### config.mk
export PLATFORM = sky130hd
export DESIGN_NAME = ipm_power_manager
export DESIGN_NICKNAME = d
export VERILOG_FILES = /design/src/core/ipm_pkg.sv /design/src/core/ipm_power_manager.sv
export SDC_FILE = /design/constraint.sdc
export NUM_CORES = 1
export LEC_CHECK = 0
export BUFFER_PORTS_ARGS = -buffer_cell sky130_fd_sc_hd__buf_4
export CORE_UTILIZATION = 28
export CTS_CLUSTER_SIZE = 16
export DETAILED_ROUTE_END_ITERATION = 8
export PLACE_DENSITY_LB_ADDON = 0.1
export SLEW_MARGIN = 20
export SYNTH_ARGS = -nofsm -noshare
export SYNTH_HDL_FRONTEND = slang
export SYNTH_SLANG_ARGS = --single-unit
### constraint.sdc
create_clock -name i_clock -period 3.1 [get_ports i_clock]
set_clock_uncertainty 0.15 [all_clocks]
set_input_delay 0.155 -clock i_clock [delete_from_list [all_inputs] [get_ports i_clock]]
set_output_delay 0.155 -clock i_clock [all_outputs]
set_load 0.005 [all_outputs]
### src/core/ipm_pkg.sv
// Package for the inactivity power manager: register map, fields, types and timing
// Behaviour
// - Power management disabled freezes settings except awareness flag and event mask, and holds the state at full on
// - Keep OS power-interface awareness flag, default no
// - Button toggles suspend, or power on/off
// - Monitor enters standby, suspend or off
// - Video enters selected standby or suspend state after matching period; off is never entered
// - Disk enters selected low-power state on timeout
// - Disk timeout disabled or 1 to 15 minutes
// - Timer unit 32s, 4ms, 4min or 4s
// - Default timer unit is 4 minutes
// - Full on enters standby after standby period
// - Period values are multiples of unit, or disabled
// - Standby enters suspend after suspend period
// - Standby slows processor clock by selected band
// - Monitored display activity wakes and restarts timers
// - Monitored device interrupt wakes and restarts timers
// - Device index map, each defaults to ignore
package ipm_pkg;
    localparam int unsigned CLK_PERIOD_NS = 10;
    localparam int unsigned BASE_TICK_NS = 4000000;
    localparam int unsigned BASE_TICK_CYC = BASE_TICK_NS / CLK_PERIOD_NS;
    // Unit lengths counted in 4 ms base ticks
    localparam int unsigned TICKS_4S = 1000;
    localparam int unsigned TICKS_32S = 8000;
    localparam int unsigned TICKS_4MIN = 60000;
    localparam int unsigned TICKS_1MIN = 15000;

    localparam logic [7:0] OFS_CTRL = 8'h00;
    localparam logic [7:0] OFS_TIMEOUT = 8'h04;
    localparam logic [7:0] OFS_DEVMON = 8'h08;
    localparam logic [7:0] OFS_STATUS = 8'h0C;
    localparam logic [7:0] OFS_EVT = 8'h10;
    localparam logic [7:0] OFS_MASK = 8'h14;

    localparam int unsigned NUM_DEV = 9;
    localparam logic [8:0] DEVMON_VALID = 9'h1EF;
    localparam int unsigned NUM_EVT = 5;
    localparam int unsigned EVT_STANDBY = 0;
    localparam int unsigned EVT_SUSPEND = 1;
    localparam int unsigned EVT_WAKE = 2;
    localparam int unsigned EVT_HDD = 3;
    localparam int unsigned EVT_BUTTON = 4;

    typedef enum logic [1:0] {
        IPM_PS_ON = 2'b00,
        IPM_PS_STANDBY = 2'b01,
        IPM_PS_SUSPEND = 2'b10,
        IPM_PS_OFF = 2'b11
    } ipm_pstate_t;
    typedef enum logic [1:0] {
        IPM_UNIT_32S = 2'b00,
        IPM_UNIT_4MS = 2'b01,
        IPM_UNIT_4MIN = 2'b10,
        IPM_UNIT_4S = 2'b11
    } ipm_unit_t;
    typedef enum logic [1:0] {
        IPM_LP_DISABLED = 2'b00,
        IPM_LP_STANDBY = 2'b01,
        IPM_LP_SUSPEND = 2'b10,
        IPM_LP_OFF = 2'b11
    } ipm_lp_t;
    typedef enum logic [1:0] {
        IPM_SAVE_POS = 2'b00,
        IPM_SAVE_SLEEP = 2'b01,
        IPM_SAVE_STOPCLK = 2'b10,
        IPM_SAVE_DEEP = 2'b11
    } ipm_save_t;

    // Control register layout, msb first; bits 31:21 read zero
    typedef struct packed {
        logic disp_mon;
        logic [2:0] slow_ratio;
        ipm_unit_t unit;
        ipm_save_t save_type;
        logic [3:0] hdd_timeout;
        ipm_lp_t hdd_mode;
        ipm_lp_t video_mode;
        ipm_lp_t monitor_mode;
        logic button_suspend;
        logic os_aware;
        logic pm_enable;
    } ipm_ctrl_t;
    localparam int unsigned CTRL_W = 21;
    localparam int unsigned CTRL_OS_AWARE_BIT = 1;
    localparam ipm_ctrl_t CTRL_RESET = '{disp_mon: 1'b0, slow_ratio: 3'h4, unit: IPM_UNIT_4MIN,
        save_type: IPM_SAVE_POS, hdd_timeout: 4'h0, hdd_mode: IPM_LP_DISABLED,
        video_mode: IPM_LP_DISABLED, monitor_mode: IPM_LP_STANDBY, button_suspend: 1'b0,
        os_aware: 1'b0, pm_enable: 1'b0};
    localparam int unsigned TO_STBY_LSB = 0;
    localparam int unsigned TO_SUSP_LSB = 8;
    localparam int unsigned TO_W = 7;

    // Power-control outputs to the rest of the board
    typedef struct packed {
        ipm_pstate_t pstate;
        logic clk_slow;
        logic [2:0] slow_ratio;
        ipm_save_t save_type;
        ipm_lp_t monitor;
        ipm_lp_t video;
        ipm_lp_t hdd;
        logic os_aware;
    } ipm_out_t;
endpackage : ipm_pkg

### src/core/ipm_power_manager.sv
// Inactivity power manager: APB registers, inactivity timers and power-state machine
//
// The register offsets and the APB register port were decided locally.
`timescale 1ns/10ps
`default_nettype none
module ipm_power_manager #(
    parameter int unsigned P_BASE_TICK_CYC = ipm_pkg::BASE_TICK_CYC,
    parameter int unsigned P_TICKS_4S = ipm_pkg::TICKS_4S,
    parameter int unsigned P_TICKS_32S = ipm_pkg::TICKS_32S,
    parameter int unsigned P_TICKS_4MIN = ipm_pkg::TICKS_4MIN,
    parameter int unsigned P_TICKS_1MIN = ipm_pkg::TICKS_1MIN
) (
    input wire logic i_clock,
    input wire logic i_arst_n,
    input wire logic i_psel,
    input wire logic i_penable,
    input wire logic i_pwrite,
    input wire logic [7:0] i_paddr,
    input wire logic [31:0] i_pwdata,
    output logic [31:0] o_prdata,
    output logic o_pready,
    output logic o_pslverr,
    input wire logic i_display_act,
    input wire logic [8:0] i_dev_irq,
    input wire logic i_button,
    output ipm_pkg::ipm_out_t o_pm,
    output logic o_irq
);
    ipm_pkg::ipm_ctrl_t ctrl_ff, nxt_ctrl;
    logic [15:0] to_ff, nxt_to;
    logic [8:0] devmon_ff, nxt_devmon;
    logic [4:0] evt_ff, nxt_evt;
    logic [4:0] mask_ff, nxt_mask;
    logic [31:0] rdata_ff, nxt_rdata;
    logic slverr_ff, nxt_slverr;
    ipm_pkg::ipm_pstate_t pstate_ff, nxt_pstate;
    logic [18:0] base_ff, nxt_base;
    logic [15:0] unit_ff, nxt_unit;
    logic [15:0] min_ff, nxt_min;
    logic [6:0] idle_ff, nxt_idle;
    logic [3:0] hdd_min_ff, nxt_hdd_min;
    logic hdd_low_ff, nxt_hdd_low;
    ipm_pkg::ipm_out_t out_ff, nxt_out;

    logic setup_ph, access_ph, wr_acc, rd_acc, addr_ok;
    logic base_tick, unit_tick, min_tick;
    logic [15:0] unit_len;
    logic [6:0] stby_n, susp_n;
    logic [8:0] dev_hit;
    logic wake_act, hdd_act;
    logic [4:0] evt_set;

    // APB: read data is captured in the setup cycle, so the access phase never waits
    assign setup_ph = i_psel & ~i_penable;
    assign access_ph = i_psel & i_penable;
    assign wr_acc = access_ph & i_pwrite & ~slverr_ff;
    assign rd_acc = access_ph & ~i_pwrite;
    assign o_pready = access_ph;
    assign o_pslverr = access_ph & slverr_ff;
    assign o_prdata = rdata_ff;
    assign o_pm = out_ff;
    assign o_irq = |(evt_ff & mask_ff);

    always_comb begin
        addr_ok = (i_paddr == ipm_pkg::OFS_CTRL) || (i_paddr == ipm_pkg::OFS_TIMEOUT) ||
                  (i_paddr == ipm_pkg::OFS_DEVMON) || (i_paddr == ipm_pkg::OFS_STATUS) ||
                  (i_paddr == ipm_pkg::OFS_EVT) || (i_paddr == ipm_pkg::OFS_MASK);
        nxt_slverr = setup_ph ? ~addr_ok : slverr_ff;
        nxt_rdata = rdata_ff;
        if (setup_ph) begin
            unique case (i_paddr)
                ipm_pkg::OFS_CTRL: nxt_rdata = {11'h000, ctrl_ff};
                ipm_pkg::OFS_TIMEOUT: nxt_rdata = {16'h0000, to_ff};
                ipm_pkg::OFS_DEVMON: nxt_rdata = {23'h000000, devmon_ff};
                ipm_pkg::OFS_STATUS: nxt_rdata = {23'h000000, hdd_low_ff, out_ff.video, out_ff.monitor,
                                                  out_ff.clk_slow, out_ff.os_aware, pstate_ff};
                ipm_pkg::OFS_EVT: nxt_rdata = {27'h0000000, evt_ff};
                ipm_pkg::OFS_MASK: nxt_rdata = {27'h0000000, mask_ff};
                default: nxt_rdata = 32'h00000000;
            endcase
        end
    end

    // Configuration registers
    always_comb begin
        nxt_ctrl = ctrl_ff;
        nxt_to = to_ff;
        nxt_devmon = devmon_ff;
        nxt_mask = mask_ff;
        if (wr_acc) begin
            unique case (i_paddr)
                ipm_pkg::OFS_CTRL: begin
                    if (ctrl_ff.pm_enable) begin
                        nxt_ctrl = ipm_pkg::ipm_ctrl_t'(i_pwdata[ipm_pkg::CTRL_W-1:0]);
                    end else begin
                        // Only the enable and the awareness flag may change while disabled
                        nxt_ctrl.pm_enable = i_pwdata[0];
                        nxt_ctrl.os_aware = i_pwdata[ipm_pkg::CTRL_OS_AWARE_BIT];
                    end
                end
                ipm_pkg::OFS_TIMEOUT: begin
                    if (ctrl_ff.pm_enable) begin
                        nxt_to = {1'b0, i_pwdata[ipm_pkg::TO_SUSP_LSB +: ipm_pkg::TO_W],
                                  1'b0, i_pwdata[ipm_pkg::TO_STBY_LSB +: ipm_pkg::TO_W]};
                    end
                end
                ipm_pkg::OFS_DEVMON: begin
                    if (ctrl_ff.pm_enable) begin
                        nxt_devmon = i_pwdata[8:0] & ipm_pkg::DEVMON_VALID;
                    end
                end
                ipm_pkg::OFS_MASK: nxt_mask = i_pwdata[ipm_pkg::NUM_EVT-1:0];
                default: nxt_mask = mask_ff;
            endcase
        end
    end

    // Time base: 4 ms ticks, then the selected unit and a minute for the disk
    always_comb begin
        unique case (ctrl_ff.unit)
            ipm_pkg::IPM_UNIT_32S: unit_len = P_TICKS_32S[15:0];
            ipm_pkg::IPM_UNIT_4MS: unit_len = 16'h0001;
            ipm_pkg::IPM_UNIT_4MIN: unit_len = P_TICKS_4MIN[15:0];
            ipm_pkg::IPM_UNIT_4S: unit_len = P_TICKS_4S[15:0];
        endcase
        base_tick = (base_ff == 19'(P_BASE_TICK_CYC - 1));
        nxt_base = base_tick ? 19'h00000 : base_ff + 19'h00001;
        unit_tick = base_tick && (unit_ff >= unit_len - 16'h0001);
        nxt_unit = unit_tick ? 16'h0000 : (base_tick ? unit_ff + 16'h0001 : unit_ff);
        min_tick = base_tick && (min_ff == 16'(P_TICKS_1MIN - 1));
        nxt_min = min_tick ? 16'h0000 : (base_tick ? min_ff + 16'h0001 : min_ff);
    end

    // Activity detection per monitored device line
    genvar g;
    generate
        for (g = 0; g < ipm_pkg::NUM_DEV; g++) begin : g_dev
            assign dev_hit[g] = i_dev_irq[g] & devmon_ff[g];
        end
    endgenerate
    assign wake_act = (i_display_act & ctrl_ff.disp_mon) | (|dev_hit);
    assign hdd_act = |i_dev_irq[3:0];
    // Field n stands for n units: 32..4064 s in 32 s steps, or 4..508 in steps of 4
    assign stby_n = to_ff[ipm_pkg::TO_STBY_LSB +: ipm_pkg::TO_W];
    assign susp_n = to_ff[ipm_pkg::TO_SUSP_LSB +: ipm_pkg::TO_W];

    // Power-state machine and inactivity counter
    always_comb begin
        nxt_pstate = pstate_ff;
        nxt_idle = idle_ff;
        evt_set = 5'h00;
        if (!ctrl_ff.pm_enable) begin
            nxt_pstate = ipm_pkg::IPM_PS_ON;
            nxt_idle = 7'h00;
        end else if (i_button) begin
            nxt_idle = 7'h00;
            evt_set[ipm_pkg::EVT_BUTTON] = 1'b1;
            if (ctrl_ff.button_suspend) begin
                nxt_pstate = (pstate_ff == ipm_pkg::IPM_PS_ON) ? ipm_pkg::IPM_PS_SUSPEND : ipm_pkg::IPM_PS_ON;
            end else begin
                nxt_pstate = (pstate_ff == ipm_pkg::IPM_PS_OFF) ? ipm_pkg::IPM_PS_ON : ipm_pkg::IPM_PS_OFF;
            end
        end else if (wake_act) begin
            // Any monitored activity restarts both timers
            nxt_idle = 7'h00;
            if (pstate_ff == ipm_pkg::IPM_PS_STANDBY || pstate_ff == ipm_pkg::IPM_PS_SUSPEND) begin
                nxt_pstate = ipm_pkg::IPM_PS_ON;
                evt_set[ipm_pkg::EVT_WAKE] = 1'b1;
            end
        end else if (unit_tick) begin
            unique case (pstate_ff)
                ipm_pkg::IPM_PS_ON: begin
                    if (stby_n != 7'h00 && idle_ff + 7'h01 >= stby_n) begin
                        nxt_pstate = ipm_pkg::IPM_PS_STANDBY;
                        nxt_idle = 7'h00;
                        evt_set[ipm_pkg::EVT_STANDBY] = 1'b1;
                    end else if (idle_ff != 7'h7F) begin
                        nxt_idle = idle_ff + 7'h01;
                    end
                end
                ipm_pkg::IPM_PS_STANDBY: begin
                    if (susp_n != 7'h00 && idle_ff + 7'h01 >= susp_n) begin
                        nxt_pstate = ipm_pkg::IPM_PS_SUSPEND;
                        nxt_idle = 7'h00;
                        evt_set[ipm_pkg::EVT_SUSPEND] = 1'b1;
                    end else if (idle_ff != 7'h7F) begin
                        nxt_idle = idle_ff + 7'h01;
                    end
                end
                ipm_pkg::IPM_PS_SUSPEND: nxt_idle = idle_ff;
                ipm_pkg::IPM_PS_OFF: nxt_idle = idle_ff;
            endcase
        end
    end

    // Disk inactivity in whole minutes
    always_comb begin
        nxt_hdd_min = hdd_min_ff;
        nxt_hdd_low = hdd_low_ff;
        if (!ctrl_ff.pm_enable || hdd_act || ctrl_ff.hdd_mode == ipm_pkg::IPM_LP_DISABLED
            || ctrl_ff.hdd_timeout == 4'h0) begin
            nxt_hdd_min = 4'h0;
            nxt_hdd_low = 1'b0;
        end else if (min_tick && !hdd_low_ff) begin
            if (hdd_min_ff + 4'h1 >= ctrl_ff.hdd_timeout) begin
                nxt_hdd_low = 1'b1;
            end
            nxt_hdd_min = hdd_min_ff + 4'h1;
        end
    end

    // Outputs, registered from next-state values so they follow the state the same edge
    always_comb begin
        nxt_out.pstate = nxt_pstate;
        nxt_out.clk_slow = (nxt_pstate == ipm_pkg::IPM_PS_STANDBY);
        nxt_out.slow_ratio = nxt_ctrl.slow_ratio;
        nxt_out.save_type = nxt_ctrl.save_type;
        nxt_out.os_aware = nxt_ctrl.os_aware;
        nxt_out.monitor = ipm_pkg::IPM_LP_DISABLED;
        if (nxt_pstate == ipm_pkg::IPM_PS_STANDBY && nxt_ctrl.monitor_mode == ipm_pkg::IPM_LP_STANDBY) begin
            nxt_out.monitor = ipm_pkg::IPM_LP_STANDBY;
        end else if (nxt_pstate == ipm_pkg::IPM_PS_SUSPEND) begin
            nxt_out.monitor = nxt_ctrl.monitor_mode;
        end
        nxt_out.video = ipm_pkg::IPM_LP_DISABLED;
        if (nxt_pstate == ipm_pkg::IPM_PS_STANDBY && nxt_ctrl.video_mode == ipm_pkg::IPM_LP_STANDBY) begin
            nxt_out.video = ipm_pkg::IPM_LP_STANDBY;
        end else if (nxt_pstate == ipm_pkg::IPM_PS_SUSPEND && nxt_ctrl.video_mode != ipm_pkg::IPM_LP_OFF) begin
            nxt_out.video = nxt_ctrl.video_mode;
        end
        // A cleared timeout releases the disk at once, not one cycle later
        nxt_out.hdd = ipm_pkg::IPM_LP_DISABLED;
        if (nxt_hdd_low && nxt_ctrl.hdd_timeout != 4'h0) begin
            nxt_out.hdd = nxt_ctrl.hdd_mode;
        end
    end

    // Sticky events: a read clears only the bits it reported in its setup cycle,
    // so an event that lands between setup and access is kept for the next read
    always_comb begin
        nxt_evt = evt_ff;
        if (rd_acc && i_paddr == ipm_pkg::OFS_EVT) begin
            nxt_evt = evt_ff & ~rdata_ff[ipm_pkg::NUM_EVT-1:0];
        end
        nxt_evt = nxt_evt | evt_set | {1'b0, nxt_hdd_low & ~hdd_low_ff, 3'b000};
    end

    always_ff @(posedge i_clock or negedge i_arst_n) begin
        if (!i_arst_n) begin
            ctrl_ff <= ipm_pkg::CTRL_RESET;
            to_ff <= 16'h0000;
            devmon_ff <= 9'h000;
            mask_ff <= 5'h00;
            evt_ff <= 5'h00;
            rdata_ff <= 32'h00000000;
            slverr_ff <= 1'b0;
            pstate_ff <= ipm_pkg::IPM_PS_ON;
            base_ff <= 19'h00000;
            unit_ff <= 16'h0000;
            min_ff <= 16'h0000;
            idle_ff <= 7'h00;
            hdd_min_ff <= 4'h0;
            hdd_low_ff <= 1'b0;
            out_ff <= '0;
        end else begin
            ctrl_ff <= nxt_ctrl;
            to_ff <= nxt_to;
            devmon_ff <= nxt_devmon;
            mask_ff <= nxt_mask;
            evt_ff <= nxt_evt;
            rdata_ff <= nxt_rdata;
            slverr_ff <= nxt_slverr;
            pstate_ff <= nxt_pstate;
            base_ff <= nxt_base;
            unit_ff <= nxt_unit;
            min_ff <= nxt_min;
            idle_ff <= nxt_idle;
            hdd_min_ff <= nxt_hdd_min;
            hdd_low_ff <= nxt_hdd_low;
            out_ff <= nxt_out;
        end
    end

    property p_frozen;
        @(posedge i_clock) disable iff (!i_arst_n)
        !ctrl_ff.pm_enable |=> pstate_ff == ipm_pkg::IPM_PS_ON;
    endproperty
    a_frozen: assert property (p_frozen) else $error("state moved while disabled");

    property p_locked_write;
        @(posedge i_clock) disable iff (!i_arst_n)
        wr_acc && i_paddr == ipm_pkg::OFS_CTRL && !ctrl_ff.pm_enable
        |=> ctrl_ff.os_aware == $past(i_pwdata[1]) && ctrl_ff.unit == $past(ctrl_ff.unit)
            && ctrl_ff.hdd_mode == $past(ctrl_ff.hdd_mode);
    endproperty
    a_locked_write: assert property (p_locked_write) else $error("locked setting changed");

    property p_button_off;
        @(posedge i_clock) disable iff (!i_arst_n)
        ctrl_ff.pm_enable && i_button && !ctrl_ff.button_suspend && pstate_ff != ipm_pkg::IPM_PS_OFF
        |=> pstate_ff == ipm_pkg::IPM_PS_OFF && o_pm.pstate == ipm_pkg::IPM_PS_OFF;
    endproperty
    a_button_off: assert property (p_button_off) else $error("button did not power off");

    property p_button_susp;
        @(posedge i_clock) disable iff (!i_arst_n)
        ctrl_ff.pm_enable && i_button && ctrl_ff.button_suspend && pstate_ff == ipm_pkg::IPM_PS_SUSPEND
        |=> pstate_ff == ipm_pkg::IPM_PS_ON;
    endproperty
    a_button_susp: assert property (p_button_susp) else $error("button did not resume");

    property p_video;
        @(posedge i_clock) disable iff (!i_arst_n)
        o_pm.video != ipm_pkg::IPM_LP_DISABLED |-> o_pm.pstate != ipm_pkg::IPM_PS_ON
            && ctrl_ff.video_mode != ipm_pkg::IPM_LP_DISABLED;
    endproperty
    a_video: assert property (p_video) else $error("video saving while disabled");

    property p_hdd;
        @(posedge i_clock) disable iff (!i_arst_n)
        hdd_act |=> o_pm.hdd == ipm_pkg::IPM_LP_DISABLED && hdd_min_ff == 4'h0;
    endproperty
    a_hdd: assert property (p_hdd) else $error("disk stayed low after activity");

    property p_no_direct;
        @(posedge i_clock) disable iff (!i_arst_n)
        pstate_ff == ipm_pkg::IPM_PS_ON && !i_button |=> pstate_ff != ipm_pkg::IPM_PS_SUSPEND;
    endproperty
    a_no_direct: assert property (p_no_direct) else $error("suspend entered from full on");

    property p_slow;
        @(posedge i_clock) disable iff (!i_arst_n)
        o_pm.clk_slow |-> pstate_ff == ipm_pkg::IPM_PS_STANDBY && o_pm.slow_ratio == ctrl_ff.slow_ratio;
    endproperty
    a_slow: assert property (p_slow) else $error("slow clock outside standby");

    property p_wake;
        @(posedge i_clock) disable iff (!i_arst_n)
        ctrl_ff.pm_enable && !i_button && wake_act
        && (pstate_ff == ipm_pkg::IPM_PS_STANDBY || pstate_ff == ipm_pkg::IPM_PS_SUSPEND)
        |=> pstate_ff == ipm_pkg::IPM_PS_ON && idle_ff == 7'h00 && evt_ff[ipm_pkg::EVT_WAKE];
    endproperty
    a_wake: assert property (p_wake) else $error("activity did not wake");

    property p_disabled_timer;
        @(posedge i_clock) disable iff (!i_arst_n)
        pstate_ff == ipm_pkg::IPM_PS_ON && stby_n == 7'h00 && !i_button |=> pstate_ff == ipm_pkg::IPM_PS_ON;
    endproperty
    a_disabled_timer: assert property (p_disabled_timer) else $error("disabled timer expired");

    property p_timer_locked;
        @(posedge i_clock) disable iff (!i_arst_n)
        wr_acc && i_paddr == ipm_pkg::OFS_TIMEOUT && !ctrl_ff.pm_enable |=> to_ff == $past(to_ff);
    endproperty
    a_timer_locked: assert property (p_timer_locked) else $error("timeout changed while disabled");

    property p_monitor;
        @(posedge i_clock) disable iff (!i_arst_n)
        o_pm.pstate == ipm_pkg::IPM_PS_SUSPEND |-> o_pm.monitor == ctrl_ff.monitor_mode;
    endproperty
    a_monitor: assert property (p_monitor) else $error("monitor state wrong in suspend");

    property p_hdd_timeout;
        @(posedge i_clock) disable iff (!i_arst_n)
        o_pm.hdd != ipm_pkg::IPM_LP_DISABLED |-> ctrl_ff.hdd_timeout != 4'h0 && o_pm.hdd == ctrl_ff.hdd_mode;
    endproperty
    a_hdd_timeout: assert property (p_hdd_timeout) else $error("disk saving without a timeout");

    // Only a monitored line, the button or clearing pm_enable may bring the system back from standby
    property p_ignored;
        @(posedge i_clock) disable iff (!i_arst_n)
        ctrl_ff.pm_enable && !i_button && !wake_act && (i_dev_irq & ~devmon_ff) != 9'h000
        && pstate_ff == ipm_pkg::IPM_PS_STANDBY |=> pstate_ff != ipm_pkg::IPM_PS_ON;
    endproperty
    a_ignored: assert property (p_ignored) else $error("ignored device woke the system");

    c_standby: cover property (@(posedge i_clock) disable iff (!i_arst_n)
        pstate_ff == ipm_pkg::IPM_PS_ON ##1 pstate_ff == ipm_pkg::IPM_PS_STANDBY);
    c_suspend: cover property (@(posedge i_clock) disable iff (!i_arst_n)
        pstate_ff == ipm_pkg::IPM_PS_STANDBY ##1 pstate_ff == ipm_pkg::IPM_PS_SUSPEND);
    c_wake: cover property (@(posedge i_clock) disable iff (!i_arst_n)
        pstate_ff == ipm_pkg::IPM_PS_SUSPEND ##1 pstate_ff == ipm_pkg::IPM_PS_ON);
    c_hdd: cover property (@(posedge i_clock) disable iff (!i_arst_n) !hdd_low_ff ##1 hdd_low_ff);
    c_power_off: cover property (@(posedge i_clock) disable iff (!i_arst_n)
        pstate_ff != ipm_pkg::IPM_PS_OFF ##1 pstate_ff == ipm_pkg::IPM_PS_OFF);
endmodule : ipm_power_manager
`default_nettype wire

==> reports/qor.yml <==
worst_setup_path:
  slowest_delay_ps: 580
  endpoint_kind: "register"
  reg2reg_from: "ctrl_ff[16]"
  worst-setup-path-type: "register to register"
  crit_top_cell: "ha_4"
  worstPathArrival_ps: 3440
  cp_cell_sequence: "inv_4 > ha_4 > ha_4 > nor2b_4 > o211a_1 > o311ai_4 > a31oi_4 > buf_6 > a311oi_4 > nor3_2 > nand3b_1 > a211oi_2"
  ff2ff_path_depth: 12
  start_kind: "register"
  path_delay_family: "compound AO/OA/AOI/OAI gates"
  cp_num_cells: 12
  crit_end: "o_pm[3]"
  crit_buf_inv: 2
  crit_fanout: 5
  critPathLaunch: "ctrl_ff[16]"
  cp.required_ps: 3290
  r2r_end: "o_pm[3]"
  cp_slowest_cell: "dfstp_2"
  r2r_slack_ps: -150
floorplanning:
  io_pins: 106
  initial_core_util_pct: 28.4
  dieArea_mm2: 0.0289
  std_cell_rows: 61
  core_mm2: 0.0278
  die_height_um: 170
  die_w_um: 170
global_routing:
  track_usage_pct: 16.4
  antenna_found_initial: 0
  grt_pass1_wl_um: 36200
  grt_max_degree: 73
  grt_pass1_vias: 6426
  overflow: 0
synth:
  synth.top_cell.area_share_pct: 45.9
  synth.most_common_cell: "dfrtp_1"
  netlist_area_mm2: 0.00790
  async_flop_share_pct: 100
  synth-edff-count: 0
  synth_cell_type_count: 62
  synth_warnings: 0
  synth_top_cell_by_area: "dfrtp_1"
  ys_top_cells_by_count: "dfrtp_1 (145), nand2_1 (100), o21ai_0 (55), nor2_1 (54), ha_1 (49)"
  ys_ff_latch: 148
  yosysSeqAreaShare_pct: 46.9
  avgSynthCellArea_um2: 10.0
  syn-instance-count: 790
  yosys-top-cells-area: "dfrtp_1 (46%), ha_1 (7.8%), mux2_2 (5.1%)"
  synth_ff_type: "dfrtp_1"
clock_tree:
  tritoncts.num_buffers: 17
  root_buffer: "clkbuf_16"
  cts_tree: "done"
  cts_max_level: 4
  cts_sinks: 148
  clk_pin_slew_worst_paths_ps: 60
  clock_path_buffers: 2
  clk_latency_ps: 430
timing:
  fmax_mhz: 307
  worst_slew_pin_slew_ps: 692
  finalSetupViolCount: 12
  worst_slack_ps: -153
  slew_violations: 0
  period_needed_ps: 3250
  slew_headroom_pct: 53.8
  fin_crit_sh_pct: 105
  final-hold-violation-count: 0
  rsz0062_at_grt: "true"
  fin_setup_tns_ps: -654
route:
  routedWlPerCell_um: 16.5
  drc: 0
  drtIter0Drc: 311
  totalWireLength_um: 22300
  via_per_inst: 4.65
  postRouteAntennaNets: 0
  first_pass_iters: 5
  via_count: 6283
flow_run:
  drv_cap: 0
cells_and_area:
  fin_nets: 1064
  n_antenna_cell: 0
  fin_cells: 1350
  drive_gt1_share_pct: 27.7
  syn_to_final_growth_pct: 33.2
  fin_area_mm2: 0.0105
power:
  pwr_density_cell_mw_per_mm2: 410
  total_power_mw: 4.31
  p_seq_share_pct: 44.8
  max-vdd-ir-drop_v: 0.000371
  power_leakage_nw: 4.96
  power_switching_mw: 0.980
  comb_power_share_pct: 3.6
  p_int_mw: 3.33
  clkPwrFrac_pct: 51.6
  p_sw_share_pct: 22.7
outcome:
  status: "complete, but fails checks"
  failed_checks: "setup timing"
placement:
  routabilityCongestion: 0.789
  post-dp-hpwl_um: 16800
  numPortBuffers: 82
  placed_area_mm2: 0.00929
  dpl.cell_count: 1281
worst_hold_path:
  hold_path_startpoint: "i_psel"
  hp-class: "input port to register"
-- worst min-delay path by stage --
stage | end | slack (ps) | cells after the start
6_report | slverr_ff | 30 | 4
5_1_grt | slverr_ff | 50 | 4
4_1_cts | slverr_ff | 20 | 4
3_5_place_dp | base_ff[15] | 90 | 1
3_3_place_gp | base_ff[16] | 90 | 1
2_1_floorplan | base_ff[0] | -290 | 0
-- flip-flops by register name, indices dropped and copies added, names as in the netlist, 4 cells and up --
signal,cells
o_prdata,21
base_ff,19
ctrl_ff,16
min_ff,16
unit_ff,16
o_pm,15
to_ff,14
devmon_ff,8
idle_ff,7
evt_ff,5
mask_ff,5
hdd_min_ff,4
-- logic make-up (layout without fill, tap and decap cells) --
logic type      count (synthesis)  after routing  share of synthesized area, %
xor+xnor                       50             50                          5.54
simple gates                  280            280                          17.3
flops                         148            148                          46.9
buf+inv                        75            247                          4.53
compound gates                146            146                          12.0
other cells                     1             11                        0.0475
fa+ha+maj                      49             49                          7.76
mux                            41             41                          5.89
-- worst register-to-register path, delay by kind of cell (launching register included) --
kind | cells | cell delay (ps)
AO/OA/AOI/OAI | 5 | 1340
adder cells (fa/ha/maj) | 2 | 410
buffers and inverters | 2 | 230
flip-flops | 1 | 580
AND/OR/NAND/NOR | 3 | 450
-- layout make-up --
type                            count  area, um2
Tap cell                          378        473
Timing Repair Buffer              180       1430
Sequential cell                   148       3710
Inverter                           35        136
Clock inverter                     11        163
Fill cell                        2841      17300
Multi-Input combinational cell    577       4150
Clock buffer                       21        460
-- metrics by stage --
step                      worst slack, ps  util [%]  hold WS (ps)
after global placement               -218      33.4          86.8
after global routing                 -271      37.9          49.6
final                                -153      37.9          32.8
after floorplan                      16.8         -          -291
after detailed placement             -370      33.4          87.6
after CTS                           -78.4      37.3          16.4
-- power groups by stage --
stage               Sequential [mW]  Clock (mW)  Combinational [mW]
global placement               1.97           0               0.138
global route                   1.93        2.37               0.176
CTS                            1.93        2.29               0.163
detailed placement             1.97           0               0.137
floorplan                      1.97           0              0.0307
finish                         1.93        2.22               0.157
-- cells in the final DEF, fill, tap and decap left out, drive strengths merged, types with 25 or more instances in the layout --
cell / count
o21ai: 55
inv: 41
dlygate4sd3: 25
nand3: 34
ha: 49
mux2: 38
nand2: 100
buf: 155
nor2: 54
a21oi: 27
dfrtp: 145
xor2: 29
-- routing by layer --
| metal | vias up | GRT usage (%) | part of all wire [%] |
|---|---|---|---|
| met3 | 15 | 3.30 | 2.8 |
| li1 | 3097 | - | - |
| met1 | 3085 | 21.8 | 47 |
| met5 | - | 0 | 0 |
| met2 | 86 | 27.3 | 49 |
| met4 | 0 | 3.84 | 1.1 |
-- timing repair --
| item | 4_1_cts | 5_1_grt |
|---|---|---|
| buffers inserted | 6 | 7 |
| hold buffers | 25 | 0 |
| endpoints found under the hold margin | 124 | 0 |
| pin swaps | 9 | 15 |
| endpoints found under the setup margin | 12 | 13 |
| resized for setup | 33 | 20 |
Power figures use the tool's default switching activity.
